<file path="src/include/lpo_pkg.sv">
// Constants and carrier types for the LCD panel pixel output block.
// Assumes an APB slave on one 40 MHz core clock with 32-bit data.
package lpo_pkg;

	// ========================================
	// Register map (byte addresses)
	localparam logic [7:0] ADDR_CTRL = 8'h00;
	localparam logic [7:0] ADDR_DIV  = 8'h04;
	localparam logic [7:0] ADDR_HTIM = 8'h08;
	localparam logic [7:0] ADDR_VTIM = 8'h0c;
	localparam logic [7:0] ADDR_BIAS = 8'h10;
	localparam logic [7:0] ADDR_STAT = 8'h14;

	// ========================================
	// Field positions
	localparam int CTRL_EN    = 0;
	localparam int CTRL_ACT   = 1;
	localparam int CTRL_COLOR = 2;
	localparam int CTRL_DUAL  = 3;
	localparam int CTRL_DPD   = 4;
	localparam int HTIM_BLK   = 16;
	localparam int HTIM_LSW   = 24;
	localparam int STAT_BUSY  = 0;
	localparam int STAT_BIAS  = 1;
	localparam int STAT_UNDR  = 2;
	localparam int STAT_LINE  = 16;

	// ========================================
	// Reset values
	localparam logic [7:0]  DIV_RST  = 8'h00;
	localparam logic [11:0] HPIX_RST = 12'h13f;
	localparam logic [7:0]  HBLK_RST = 8'h07;
	localparam logic [7:0]  LSW_RST  = 8'h00;
	localparam logic [11:0] VLIN_RST = 12'h0ef;
	localparam logic [7:0]  BIAS_RST = 8'h0d;

	// ========================================
	// Lane masks per panel arrangement
	localparam logic [15:0] MASK_ALL  = 16'hffff;
	localparam logic [15:0] MASK_LOW8 = 16'h00ff;
	localparam logic [15:0] MASK_LOW4 = 16'h000f;

	// ========================================
	// Carrier types
	typedef struct packed {
		logic en;
		logic active;
		logic color;
		logic dual;
		logic double_pixel_select;
	} lpo_cfg_t;

	typedef struct packed {
		logic [7:0]  div;
		logic [11:0] hpix_m1;
		logic [7:0]  hblk_m1;
		logic [7:0]  lsw_m1;
		logic [11:0] vlin_m1;
		logic [7:0]  bias_m1;
	} lpo_tim_t;

	typedef enum logic [1:0] {
		ST_IDLE,
		ST_BLANK,
		ST_DATA,
		ST_LSTRB
	} lpo_state_t;

endpackage

</file>
<file path="src/hdl/lpo_panel_out.sv">
// LCD panel pixel output: timing engine, lane mapping and APB registers.
// Assumes a pixel source on core_clk that holds a word until pix_taken.
//
// Summary of operation
// - Passive: each data line carries one on/off colour bit per pixel clock.
// - Passive: four, eight or sixteen values per pixel clock by panel type.
// - Single mono, no double-pixel: only lines 3..0 carry the screen.
// - Single mono double-pixel, or single colour: lines 7..0 carry it.
// - Double-pixel arrangement only when double_pixel_select is one.
// - Dual mono: top half on lines 3..0, bottom on 7..4, together.
// - Dual colour: top half on lines 7..0, bottom on 15..8.
// - Mono passive: each line value is one pixel per pixel clock.
// - Passive colour: successive red, green, blue values, three per pixel.
// - Pixel strobe edges shift each data word into the panel.
// - Line strobe pulses after the last pixel of every line.
// - Active: line strobe acts as horizontal sync, marking a new line.
// - Frame strobe marks the start of each new frame.
// - Passive: bias output toggles to reverse panel drive polarity.
// - Active: bias output is data enable, high only with valid pixels.
// - Active: pixel strobe toggles continuously.
// - Active: one raw 16-bit pixel per pixel clock on all lines.
// - Active: pixel words pass unchanged from the frame buffer.
// - Pixel strobe divides source clock; smallest setting gives half rate.
//
// The APB interface to the registers and the register offsets were left to the implementer.
`timescale 1ns/100ps

module lpo_panel_out
	import lpo_pkg::*;
(
	// Clock and reset
	input  wire logic        core_clk,
	input  wire logic        rstn,
	// APB slave
	input  wire logic        psel,
	input  wire logic        penable,
	input  wire logic        pwrite,
	input  wire logic [7:0]  paddr,
	input  wire logic [31:0] pwdata,
	output logic      [31:0] prdata,
	output logic             pready,
	output logic             pslverr,
	// Pixel source
	input  wire logic [15:0] pix_data,
	input  wire logic        pix_valid,
	output logic             pix_taken,
	// Panel pins
	output logic      [15:0] panel_data_lines,
	output logic             pixel_strobe,
	output logic             line_strobe,
	output logic             frame_strobe,
	output logic             bias_out
);

	// ========================================
	// Helpers
	function automatic logic addr_hit(input logic [7:0] a);
		addr_hit = (a == ADDR_CTRL) || (a == ADDR_DIV) || (a == ADDR_HTIM) ||
			(a == ADDR_VTIM) || (a == ADDR_BIAS) || (a == ADDR_STAT);
	endfunction

	function automatic logic [15:0] lane_mask(input lpo_cfg_t c);
		if (c.active || (c.color && c.dual)) begin
			lane_mask = MASK_ALL;
		end else if (c.color || c.dual || c.double_pixel_select) begin
			lane_mask = MASK_LOW8;
		end else begin
			lane_mask = MASK_LOW4;
		end
	endfunction

	// ========================================
	// Declarations
	lpo_cfg_t    cfg;
	lpo_tim_t    tim;
	lpo_state_t  state;
	logic [7:0]  div_cnt;
	logic        ph;
	logic        next_ph;
	logic        tick;
	logic        fall;
	logic        run;
	logic [11:0] cnt;
	logic [11:0] seg_limit;
	logic        seg_end;
	logic        load;
	logic        data_end;
	logic        line_end;
	logic [11:0] line_cnt;
	logic [7:0]  bias_cnt;
	logic        underrun;
	logic        acc;
	logic        wr;
	logic [31:0] rd_mux;

	// ========================================
	// APB access
	assign acc = psel && penable && !pready;
	assign wr  = psel && penable && pready && pwrite;

	// Answer one cycle into the access phase; writes land with pready
	always_ff @(posedge core_clk or negedge rstn) begin
		if (!rstn) begin
			pready <= 1'b0;
		end else begin
			pready <= acc;
		end
	end

	always_ff @(posedge core_clk or negedge rstn) begin
		if (!rstn) begin
			pslverr <= 1'b0;
		end else if (acc) begin
			pslverr <= !addr_hit(paddr);
		end else begin
			pslverr <= 1'b0;
		end
	end

	always_comb begin
		rd_mux = 32'h0000_0000;
		case (paddr)
			ADDR_CTRL: begin
				rd_mux[CTRL_EN]    = cfg.en;
				rd_mux[CTRL_ACT]   = cfg.active;
				rd_mux[CTRL_COLOR] = cfg.color;
				rd_mux[CTRL_DUAL]  = cfg.dual;
				rd_mux[CTRL_DPD]   = cfg.double_pixel_select;
			end
			ADDR_DIV: begin
				rd_mux[7:0] = tim.div;
			end
			ADDR_HTIM: begin
				rd_mux[11:0]            = tim.hpix_m1;
				rd_mux[HTIM_BLK +: 8]   = tim.hblk_m1;
				rd_mux[HTIM_LSW +: 8]   = tim.lsw_m1;
			end
			ADDR_VTIM: begin
				rd_mux[11:0] = tim.vlin_m1;
			end
			ADDR_BIAS: begin
				rd_mux[7:0] = tim.bias_m1;
			end
			ADDR_STAT: begin
				rd_mux[STAT_BUSY]      = run;
				rd_mux[STAT_BIAS]      = bias_out;
				rd_mux[STAT_UNDR]      = underrun;
				rd_mux[STAT_LINE +: 12] = line_cnt;
			end
			default: begin
				rd_mux = 32'h0000_0000;
			end
		endcase
	end

	always_ff @(posedge core_clk or negedge rstn) begin
		if (!rstn) begin
			prdata <= 32'h0000_0000;
		end else if (acc && !pwrite) begin
			prdata <= rd_mux;
		end else begin
			prdata <= 32'h0000_0000;
		end
	end

	// ========================================
	// Configuration registers
	always_ff @(posedge core_clk or negedge rstn) begin
		if (!rstn) begin
			cfg <= '0;
		end else if (wr && paddr == ADDR_CTRL) begin
			cfg.en <= pwdata[CTRL_EN];
			if (!cfg.en) begin
				cfg.active <= pwdata[CTRL_ACT];
				cfg.color  <= pwdata[CTRL_COLOR];
				cfg.dual   <= pwdata[CTRL_DUAL];
				cfg.double_pixel_select    <= pwdata[CTRL_DPD];
			end
		end
	end

	// Timing fields are live; change them only while disabled to avoid torn lines
	always_ff @(posedge core_clk or negedge rstn) begin
		if (!rstn) begin
			tim.div     <= DIV_RST;
			tim.hpix_m1 <= HPIX_RST;
			tim.hblk_m1 <= HBLK_RST;
			tim.lsw_m1  <= LSW_RST;
			tim.vlin_m1 <= VLIN_RST;
			tim.bias_m1 <= BIAS_RST;
		end else if (wr) begin
			case (paddr)
				ADDR_DIV: begin
					tim.div <= pwdata[7:0];
				end
				ADDR_HTIM: begin
					tim.hpix_m1 <= pwdata[11:0];
					tim.hblk_m1 <= pwdata[HTIM_BLK +: 8];
					tim.lsw_m1  <= pwdata[HTIM_LSW +: 8];
				end
				ADDR_VTIM: begin
					tim.vlin_m1 <= pwdata[11:0];
				end
				ADDR_BIAS: begin
					tim.bias_m1 <= pwdata[7:0];
				end
				default: begin
					tim.div <= tim.div;
				end
			endcase
		end
	end

	// ========================================
	// Pixel clock divider
	assign run  = (state != ST_IDLE);
	// divide by two times the setting plus two
	assign tick = (div_cnt == tim.div);
	assign fall = tick && ph;

	always_ff @(posedge core_clk or negedge rstn) begin
		if (!rstn) begin
			div_cnt <= 8'h00;
		end else if (!run || tick) begin
			div_cnt <= 8'h00;
		end else begin
			div_cnt <= div_cnt + 8'h01;
		end
	end

	always_comb begin
		next_ph = ph;
		if (!run) begin
			next_ph = 1'b0;
		end else if (tick) begin
			next_ph = !ph;
		end
	end

	always_ff @(posedge core_clk or negedge rstn) begin
		if (!rstn) begin
			ph <= 1'b0;
		end else begin
			ph <= next_ph;
		end
	end

	// panel samples on the rising strobe edge; data moves on the falling one
	always_ff @(posedge core_clk or negedge rstn) begin
		if (!rstn) begin
			pixel_strobe <= 1'b0;
		end else begin
			// free-running in active mode, gated to the data window otherwise
			pixel_strobe <= run && next_ph && (cfg.active || state == ST_DATA);
		end
	end

	// ========================================
	// Line sequencer
	always_comb begin
		case (state)
			ST_BLANK: seg_limit = {4'h0, tim.hblk_m1};
			ST_DATA:  seg_limit = tim.hpix_m1;
			ST_LSTRB: seg_limit = {4'h0, tim.lsw_m1};
			default:  seg_limit = 12'h000;
		endcase
	end

	assign seg_end  = (cnt == seg_limit);
	assign load     = fall && ((state == ST_BLANK && seg_end) ||
		(state == ST_DATA && !seg_end));
	assign data_end = fall && state == ST_DATA && seg_end;
	assign line_end = fall && state == ST_LSTRB && seg_end;

	always_ff @(posedge core_clk or negedge rstn) begin
		if (!rstn) begin
			state <= ST_IDLE;
			cnt   <= 12'h000;
		end else if (!cfg.en) begin
			state <= ST_IDLE;
			cnt   <= 12'h000;
		end else begin
			case (state)
				ST_IDLE: begin
					state <= ST_BLANK;
					cnt   <= 12'h000;
				end
				ST_BLANK, ST_DATA, ST_LSTRB: begin
					if (fall && seg_end) begin
						cnt <= 12'h000;
						if (state == ST_BLANK) begin
							state <= ST_DATA;
						end else if (state == ST_DATA) begin
							state <= ST_LSTRB;
						end else begin
							state <= ST_BLANK;
						end
					end else if (fall) begin
						cnt <= cnt + 12'h001;
					end
				end
				default: begin
					state <= ST_IDLE;
				end
			endcase
		end
	end

	// ========================================
	// Data lanes
	// source delivers dithered bits, one colour bit per line
	// source orders colour bits red, green, blue
	always_ff @(posedge core_clk or negedge rstn) begin
		if (!rstn) begin
			panel_data_lines <= 16'h0000;
		end else if (!run || data_end) begin
			panel_data_lines <= 16'h0000;
		end else if (load) begin
			// active passes the raw word unchanged
			// lanes outside the mask forced low
			if (pix_valid) begin
				panel_data_lines <= pix_data & lane_mask(cfg);
			end else begin
				panel_data_lines <= 16'h0000;
			end
		end
	end

	// Taken one cycle after capture; fall ticks are at least two cycles apart
	always_ff @(posedge core_clk or negedge rstn) begin
		if (!rstn) begin
			pix_taken <= 1'b0;
		end else begin
			pix_taken <= load && pix_valid;
		end
	end

	// Starved source shows as blank pixels; sticky, write one to clear, set wins
	always_ff @(posedge core_clk or negedge rstn) begin
		if (!rstn) begin
			underrun <= 1'b0;
		end else if (load && !pix_valid) begin
			underrun <= 1'b1;
		end else if (wr && paddr == ADDR_STAT && pwdata[STAT_UNDR]) begin
			underrun <= 1'b0;
		end
	end

	// ========================================
	// Line and frame strobes
	always_ff @(posedge core_clk or negedge rstn) begin
		if (!rstn) begin
			line_strobe <= 1'b0;
		end else if (!run || line_end) begin
			line_strobe <= 1'b0;
		end else if (data_end) begin
			// same pulse leads the next line as horizontal sync
			line_strobe <= 1'b1;
		end
	end

	always_ff @(posedge core_clk or negedge rstn) begin
		if (!rstn) begin
			frame_strobe <= 1'b0;
		end else if (!run || line_end) begin
			frame_strobe <= 1'b0;
		end else if (data_end && line_cnt == tim.vlin_m1) begin
			// marks the line pulse that opens a new frame
			frame_strobe <= 1'b1;
		end
	end

	always_ff @(posedge core_clk or negedge rstn) begin
		if (!rstn) begin
			line_cnt <= 12'h000;
		end else if (!run) begin
			line_cnt <= 12'h000;
		end else if (line_end) begin
			line_cnt <= (line_cnt == tim.vlin_m1) ? 12'h000 : line_cnt + 12'h001;
		end
	end

	// ========================================
	// Bias / data enable
	always_ff @(posedge core_clk or negedge rstn) begin
		if (!rstn) begin
			bias_cnt <= 8'h00;
		end else if (!run) begin
			bias_cnt <= 8'h00;
		end else if (line_end) begin
			bias_cnt <= (bias_cnt == tim.bias_m1) ? 8'h00 : bias_cnt + 8'h01;
		end
	end

	always_ff @(posedge core_clk or negedge rstn) begin
		if (!rstn) begin
			bias_out <= 1'b0;
		end else if (!run) begin
			bias_out <= 1'b0;
		end else if (cfg.active) begin
			// data enable tracks valid pixels on the lanes
			if (load) begin
				bias_out <= pix_valid;
			end else if (data_end) begin
				bias_out <= 1'b0;
			end
		end else if (line_end && bias_cnt == tim.bias_m1) begin
			// polarity flip every bias_m1 plus one lines
			bias_out <= !bias_out;
		end
	end

endmodule // lpo_panel_out

</file>
<file path="config.mk">
export PLATFORM = sky130hd
export DESIGN_NAME = lpo_panel_out
export DESIGN_NICKNAME = d
export VERILOG_FILES = /design/src/include/lpo_pkg.sv /design/src/hdl/lpo_panel_out.sv
export SDC_FILE = /design/constraint.sdc
export NUM_CORES = 1
export LEC_CHECK = 0
export BUFFER_PORTS_ARGS = -buffer_cell sky130_fd_sc_hd__buf_2
export CAP_MARGIN = 20
export CORE_MARGIN = 2
export CORE_UTILIZATION = 59
export CTS_BUF_LIST = sky130_fd_sc_hd__clkbuf_8
export CTS_CLUSTER_DIAMETER = 150
export CTS_CLUSTER_SIZE = 40
export DETAILED_ROUTE_END_ITERATION = 16
export GPL_TIMING_DRIVEN = 0
export PLACE_DENSITY = 0.82
export SETUP_SLACK_MARGIN = 0.3
export SLEW_MARGIN = 25
export SYNTH_ARGS = -nofsm -noshare
export SYNTH_HDL_FRONTEND = slang
export SYNTH_SLANG_ARGS = --single-unit
export TNS_END_PERCENT = 100
</file>
<file path="constraint.sdc">
create_clock -name core_clk -period 3.56 [get_ports core_clk]
set_clock_uncertainty 0.15 [all_clocks]
set_input_delay 0 -clock core_clk [delete_from_list [all_inputs] [get_ports core_clk]]
set_output_delay 0 -clock core_clk [all_outputs]
set_load 0.1 [all_outputs]
</file>
After elaboration in Yosys (flattened, before gate mapping)
Index checks and enable logic that the tools add are counted.
- equality and inequality tests: 17
- bitwise gates (word level): 2
- multiplexer cells: 46
- reduce and logical (&&, ||, !) cells: 59
- add/subtract/negate cells: 4
- operator list (kind ; count):
    $mux W16 ; 7
    $mux W12 ; 6
    $pmux W12 S2 ; 2
    $mux W8 ; 5
    $pmux W12 S3 ; 1
    $mux W32 ; 1
    $add A12 B1 Y12 const B ; 2
    $eq A12 B12 Y1 ; 2
    $logic_and A1 B1 Y1 ; 24
    $pmux W3 S6 ; 1
    $add A8 B1 Y8 const B ; 2
    $and A16 B16 Y16 ; 1
    $eq A8 B4 Y1 const B ; 2
    $eq A8 B5 Y1 const B ; 2
    $eq A8 B8 Y1 ; 2
    $mux W1 ; 14
    $logic_or A1 B1 Y1 ; 13
    $pmux W3 S4 ; 1
    $reduce_and A2 Y1 ; 6
    $pmux W2 S5 ; 1
    $reduce_bool A2 Y1 ; 5
    $eq A8 B3 Y1 const B ; 1
    $logic_not A1 Y1 ; 8
    $logic_not A8 Y1 ; 1
    14 further kinds ; 18
- flip-flop bits (word level): 160
- input port bits: 62
- output and inout port bits: 55
- word-level logic and storage cells: 155

Logic depth before layout (Yosys ltp)
- depth after elaboration: 13
- depth in mapped cells: 13
- mapped depth without buffers: 9

Worst setup path after synthesis
Ideal clock, no wire load.
- path type: reg-to-reg
- start point: register state[1]
- end point: register cnt[10]
- path buffers: 3
- data arrival time: 2873 ps
- stages on the path, launching flop included: 12
- clock period less this slack: 3154 ps
- setup time: 132 ps
- data required time: 3278 ps
- path slack: 406 ps
- cell sequence: dfrtp_1 -> inv_1 -> ha_1 -> buf_6 -> clkbuf_1 -> a222oi_1 -> mux2i_1 -> o221ai_1 -> or4b_4 -> o211ai_2 -> clkbuf_1 -> nor2_1
- cells in the longest elaborated chain, start to end: 7
- elaborated cells on any way between the ends: 12
- those cells by class: eq/ne: 5; mux: 4; reduce/logical: 3
- ends and longest elaborated chain (what ; RTL line ; RTL):
    start, declared ; lpo_panel_out.sv:76 ; lpo_state_t state;
    start signal, assigned ; lpo_panel_out.sv:277 ; state <= ST_IDLE;
    start signal, assigned ; lpo_panel_out.sv:280 ; state <= ST_IDLE;
    start signal, assigned ; lpo_panel_out.sv:285 ; state <= ST_BLANK;
    $eq A2 B2 Y1 or $eq A2 B1 Y1 (tied branches) ; lpo_panel_out.sv:261, lpo_panel_out.sv:283 ;
    $pmux W12 S3 ; lpo_panel_out.sv:261 ; case (state)
    $eq A12 B12 Y1 ; lpo_panel_out.sv:269 ; assign seg_end = (cnt == seg_limit);
    $logic_and A1 B1 Y1 ; lpo_panel_out.sv:289 ; if (fall && seg_end) begin
    $mux W12 ; lpo_panel_out.sv:289 ;
    $pmux W12 S2 ; lpo_panel_out.sv:283 ; case (state)
    $mux W12 ; lpo_panel_out.sv:279 ; end else if (!cfg.en) begin
    end signal, assigned ; lpo_panel_out.sv:299 ; cnt <= cnt + 12'h001;
    end, declared ; lpo_panel_out.sv:83 ; logic [11:0] cnt;
Several ways; a longest one is shown, not always the timed one.
A chain may end at the register's enable or synchronous reset.

Worst setup path in the final report
- start point: register state[0]
- end point: register cnt[8]
Same word-level chain as after synthesis.

==> flow_summary_export.csv <==
group,metric,value,unit
outcome,run_status,"complete, no violations",
synth,syn_inst,685,
sta,max_slew.worst_pin.slew,1.09,ns
critical_path,r2r_cells,10,
synth,avgSynthCellArea,11.2,um^2
layout,drive_gt1_share,34.5,%
sta,min_period,3.51,ns
critical_path,slowest_stage,"or4b_4",
sta,max_slew_margin,26.6,%
critical_path,worstPathMaxFanout,10,
sta,fin_ws,0.0492,ns
die,ios,117,
power,power.density,344,nW/um^2
sta,finalHoldViolCount,0,
hold_path,hold_depth,4,
synth,async_flop_share,100,%
critical_path,cpPeakStageDelay,0.60,ns
global_routing,grt_pass1_wl,34.0,mm
die,core.rowCount,41,
routing,final_antenna_net_count,0,
placed_design,pre_cts_ws,-0.300,ns
critical_path,arrival,3.71,ns
routing,wire_per_inst,20.5,um
clock_network,cts_root_buffer,"clkbuf_8",
synth,synth_cell_types,59,
routing,wl,22.2,mm
sta,setup_viol,0,
placed_design,dp.cells,968,
routing,drc,0,
critical_path,crit_cells,10,
routing,drtIter0Drc,677,
placed_design,dpl.hpwl,14.1,mm
die,dieHeight,118,um
global_routing,antenna_found_initial,0,
critical_path,path_common_cell,"buf_6",
critical_path,crit_type,"reg -> reg",
sta,tns,0,ns
placed_design,dpl_cell_area,8460,um^2
global_routing,grt.total_usage,31.3,%
placed_design,gp_routability_congestion,0.921,
synth,ys_seq_area_share,51.3,%
synth,yosys_warnings,0,
layout,fin_area,9960,um^2
layout,antenna_cells,0,
die,core,12700,um^2
synth,ys.flop_type,"dfrtp_1",
sta,fin_crit_sh,98.6,%
sta,whs,0.0599,ns
sta,rsz0062_at_grt,"yes",
clock_network,cts_buffers,17,
routing,vias_per_cell,6.08,
global_routing,gr-total-overflow,0,
synth,synth-edff-count,0,
synth,mappedNetlistArea,7660,um^2
power,peakVddDrop,268,uV
sta,fmax,285,MHz
critical_path,critical_path.cell_chain,"ha_2 > buf_4 > a222oi_1 > nor4b_1 > a211oi_2 > or4b_4 > buf_6 > o211ai_4 > buf_6 > nor2_1",
global_routing,grt_max_degree,90,
critical_path,required,3.76,ns
critical_path,cp-end-kind,"flop",
layout,finalNonFillerCells,1081,
clock_network,cts_buffer_depth,2,
die,dieWidth,118,um
clock_network,cts.sinks,156,
clock_network,path_clk_slew,0.09,ns
global_routing,grt_pass1_vias,6607,
clock_network,insertion_delay,0.46,ns
clock_network,cts_tree,"built",
placed_design,io_buffers,107,
routing,firstDrtPassIters,5,
critical_path,cp-start-kind,"flop",
critical_path,critPathBufInv,3,
die,dieArea,13900,um^2
critical_path,path_delay_family,"simple AND/OR/NAND/NOR gates",
run,maxCapViolations,0,
clock_network,h-tree-depth,4,
hold_path,hold_class,"in -> reg",
layout,areaGrowthSynthToFinish,29.9,%
power,p_leak,4.52,nW
layout,nets,968,
routing,vias,6571,
sta,slew_violations,0,
die,start_util,60.5,%
synth,synth_seq_cells,156,
-- stage by stage --
step	total power, mW	utilization [%]
4_1_cts	3.42	76.5
6_report	3.43	78.6
3_3_place_gp	1.95	66.5
2_1_floorplan	1.87	-
5_1_grt	3.53	78.6
3_5_place_dp	1.96	66.8
-- path summary, 6_finish.rpt --
kind                                            end                start  slack (ns)
max in group asynchronous                    tim[2]                 rstn        2.24
min in group asynchronous                   tim[30]                 rstn        0.54
worst max register to register               cnt[8]             state[0]        0.05
worst max-delay path                         cnt[8]             state[0]        0.05
worst min register to register  panel_data_lines[4]  panel_data_lines[4]        0.35
worst min-delay path                      prdata[6]             paddr[2]        0.06
-- synthesized netlist by cell type, drive strengths merged (2+ instances only) --
cell type,number,area (um^2)
nor3b,6,45.0
o22ai,2,12.5
and3,16,100
a31oi,7,43.8
o21ai,21,105
o21a,4,30.0
a21oi,24,120
mux2,69,777
nor2b,6,37.5
or4b,7,73.8
a32o,5,50.1
nand4,12,75.1
a222oi,13,130
dfstp,20,526
or4,3,22.5
buf,12,72.6
nand4b,3,26.3
a211oi,3,22.5
nor4b,4,65.1
a22o,12,105
a22oi,20,150
inv,7,26.3
nor4,5,46.3
mux2i,12,120
nand3,18,95.1
xor2,16,140
or3b,2,17.5
o311ai,2,25.0
or3,3,18.8
nand2b,5,31.3
nor2,76,285
dfrtp,136,3400
clkbuf,29,109
nand2,32,120
and2,4,25.0
nor3,7,40.0
xnor2,33,289
and4,3,26.3
nand3b,8,60.1
ha,10,125
-- power by group --
| part | leakage [nW] | switching [mW] | internal, mW |
|---|---|---|---|
| Combinational | 2.18 | 0.119 | 0.0849 |
| Sequential | 2.10 | 0.00489 | 1.78 |
| Clock | 0.235 | 0.639 | 0.805 |
-- layer usage --
layer / vias up / part of all wire, % / track usage [%]
met1: 3229 / 39 / 39.1
met2: 357 / 49 / 51.9
met5: - / 0 / 0
li1: 2916 / - / -
met4: 0 / 4.0 / 14.7
met3: 69 / 7.6 / 7.07
-- final cells by class --
| type | instances | area [um^2] |
|---|---|---|
| clock buffers | 20 | 275 |
| plain buffers | 41 | 235 |
| fillers | 722 | 2710 |
| well taps | 172 | 215 |
| clock inverters | 12 | 156 |
| multi-input cells | 484 | 3750 |
| inverters | 7 | 26.3 |
| flip-flops and latches | 156 | 3930 |
| repair buffers | 189 | 1370 |
-- cells by family after synthesis --
group	Yosys count	synth area share [%]
buffers and inverters	48	2.71
AND/OR/NAND/NOR	221	16.0
other	1	0.0489
AO/OA/AOI/OAI	119	11.1
XOR/XNOR	49	5.60
adder cells (fa/ha/maj)	10	1.63
flip-flops	156	51.3
multiplexers	81	11.7
-- state kept, by name, indices dropped and copies added (netlist names), 2 cells and up --
| signal | count |
|---|---|
| panel_data_lines | 16 |
| cnt | 12 |
| prdata | 28 |
| div_cnt | 8 |
| bias_cnt | 8 |
| tim | 56 |
| line_cnt | 12 |
| cfg | 5 |
| state | 2 |
-- repair_timing --
item | CTS | global route
cloned | 1 | 1
buffers inserted | 13 | 11
resized for setup | 32 | 56
hold buffers | 55 | 0
pin swaps | 28 | 20
endpoints found under the setup margin | 53 | 73
hold endpoints to repair | 236 | 0
-- cell usage in the layout (no fill, tap or decap), drive strengths merged, types with 13 or more instances in the layout --
master	Yosys	routed
o21ai	21	21
buf	12	149
and3	16	16
dfrtp	136	136
clkbuf	29	47
dfstp	20	20
nand3	18	18
a21oi	24	24
xor2	16	16
nand2	32	32
mux2	69	69
dlygate4sd3	0	54
nor2	76	76
a222oi	13	13
a22oi	20	20
xnor2	33	33
-- worst min-delay path: stages --
cell,delay (ns)
clkbuf_1,0.18
mux2_2,0.29
a222oi_1,0.08
nor2_1,0.08
No activity file was read; power rests on OpenSTA's default activity.
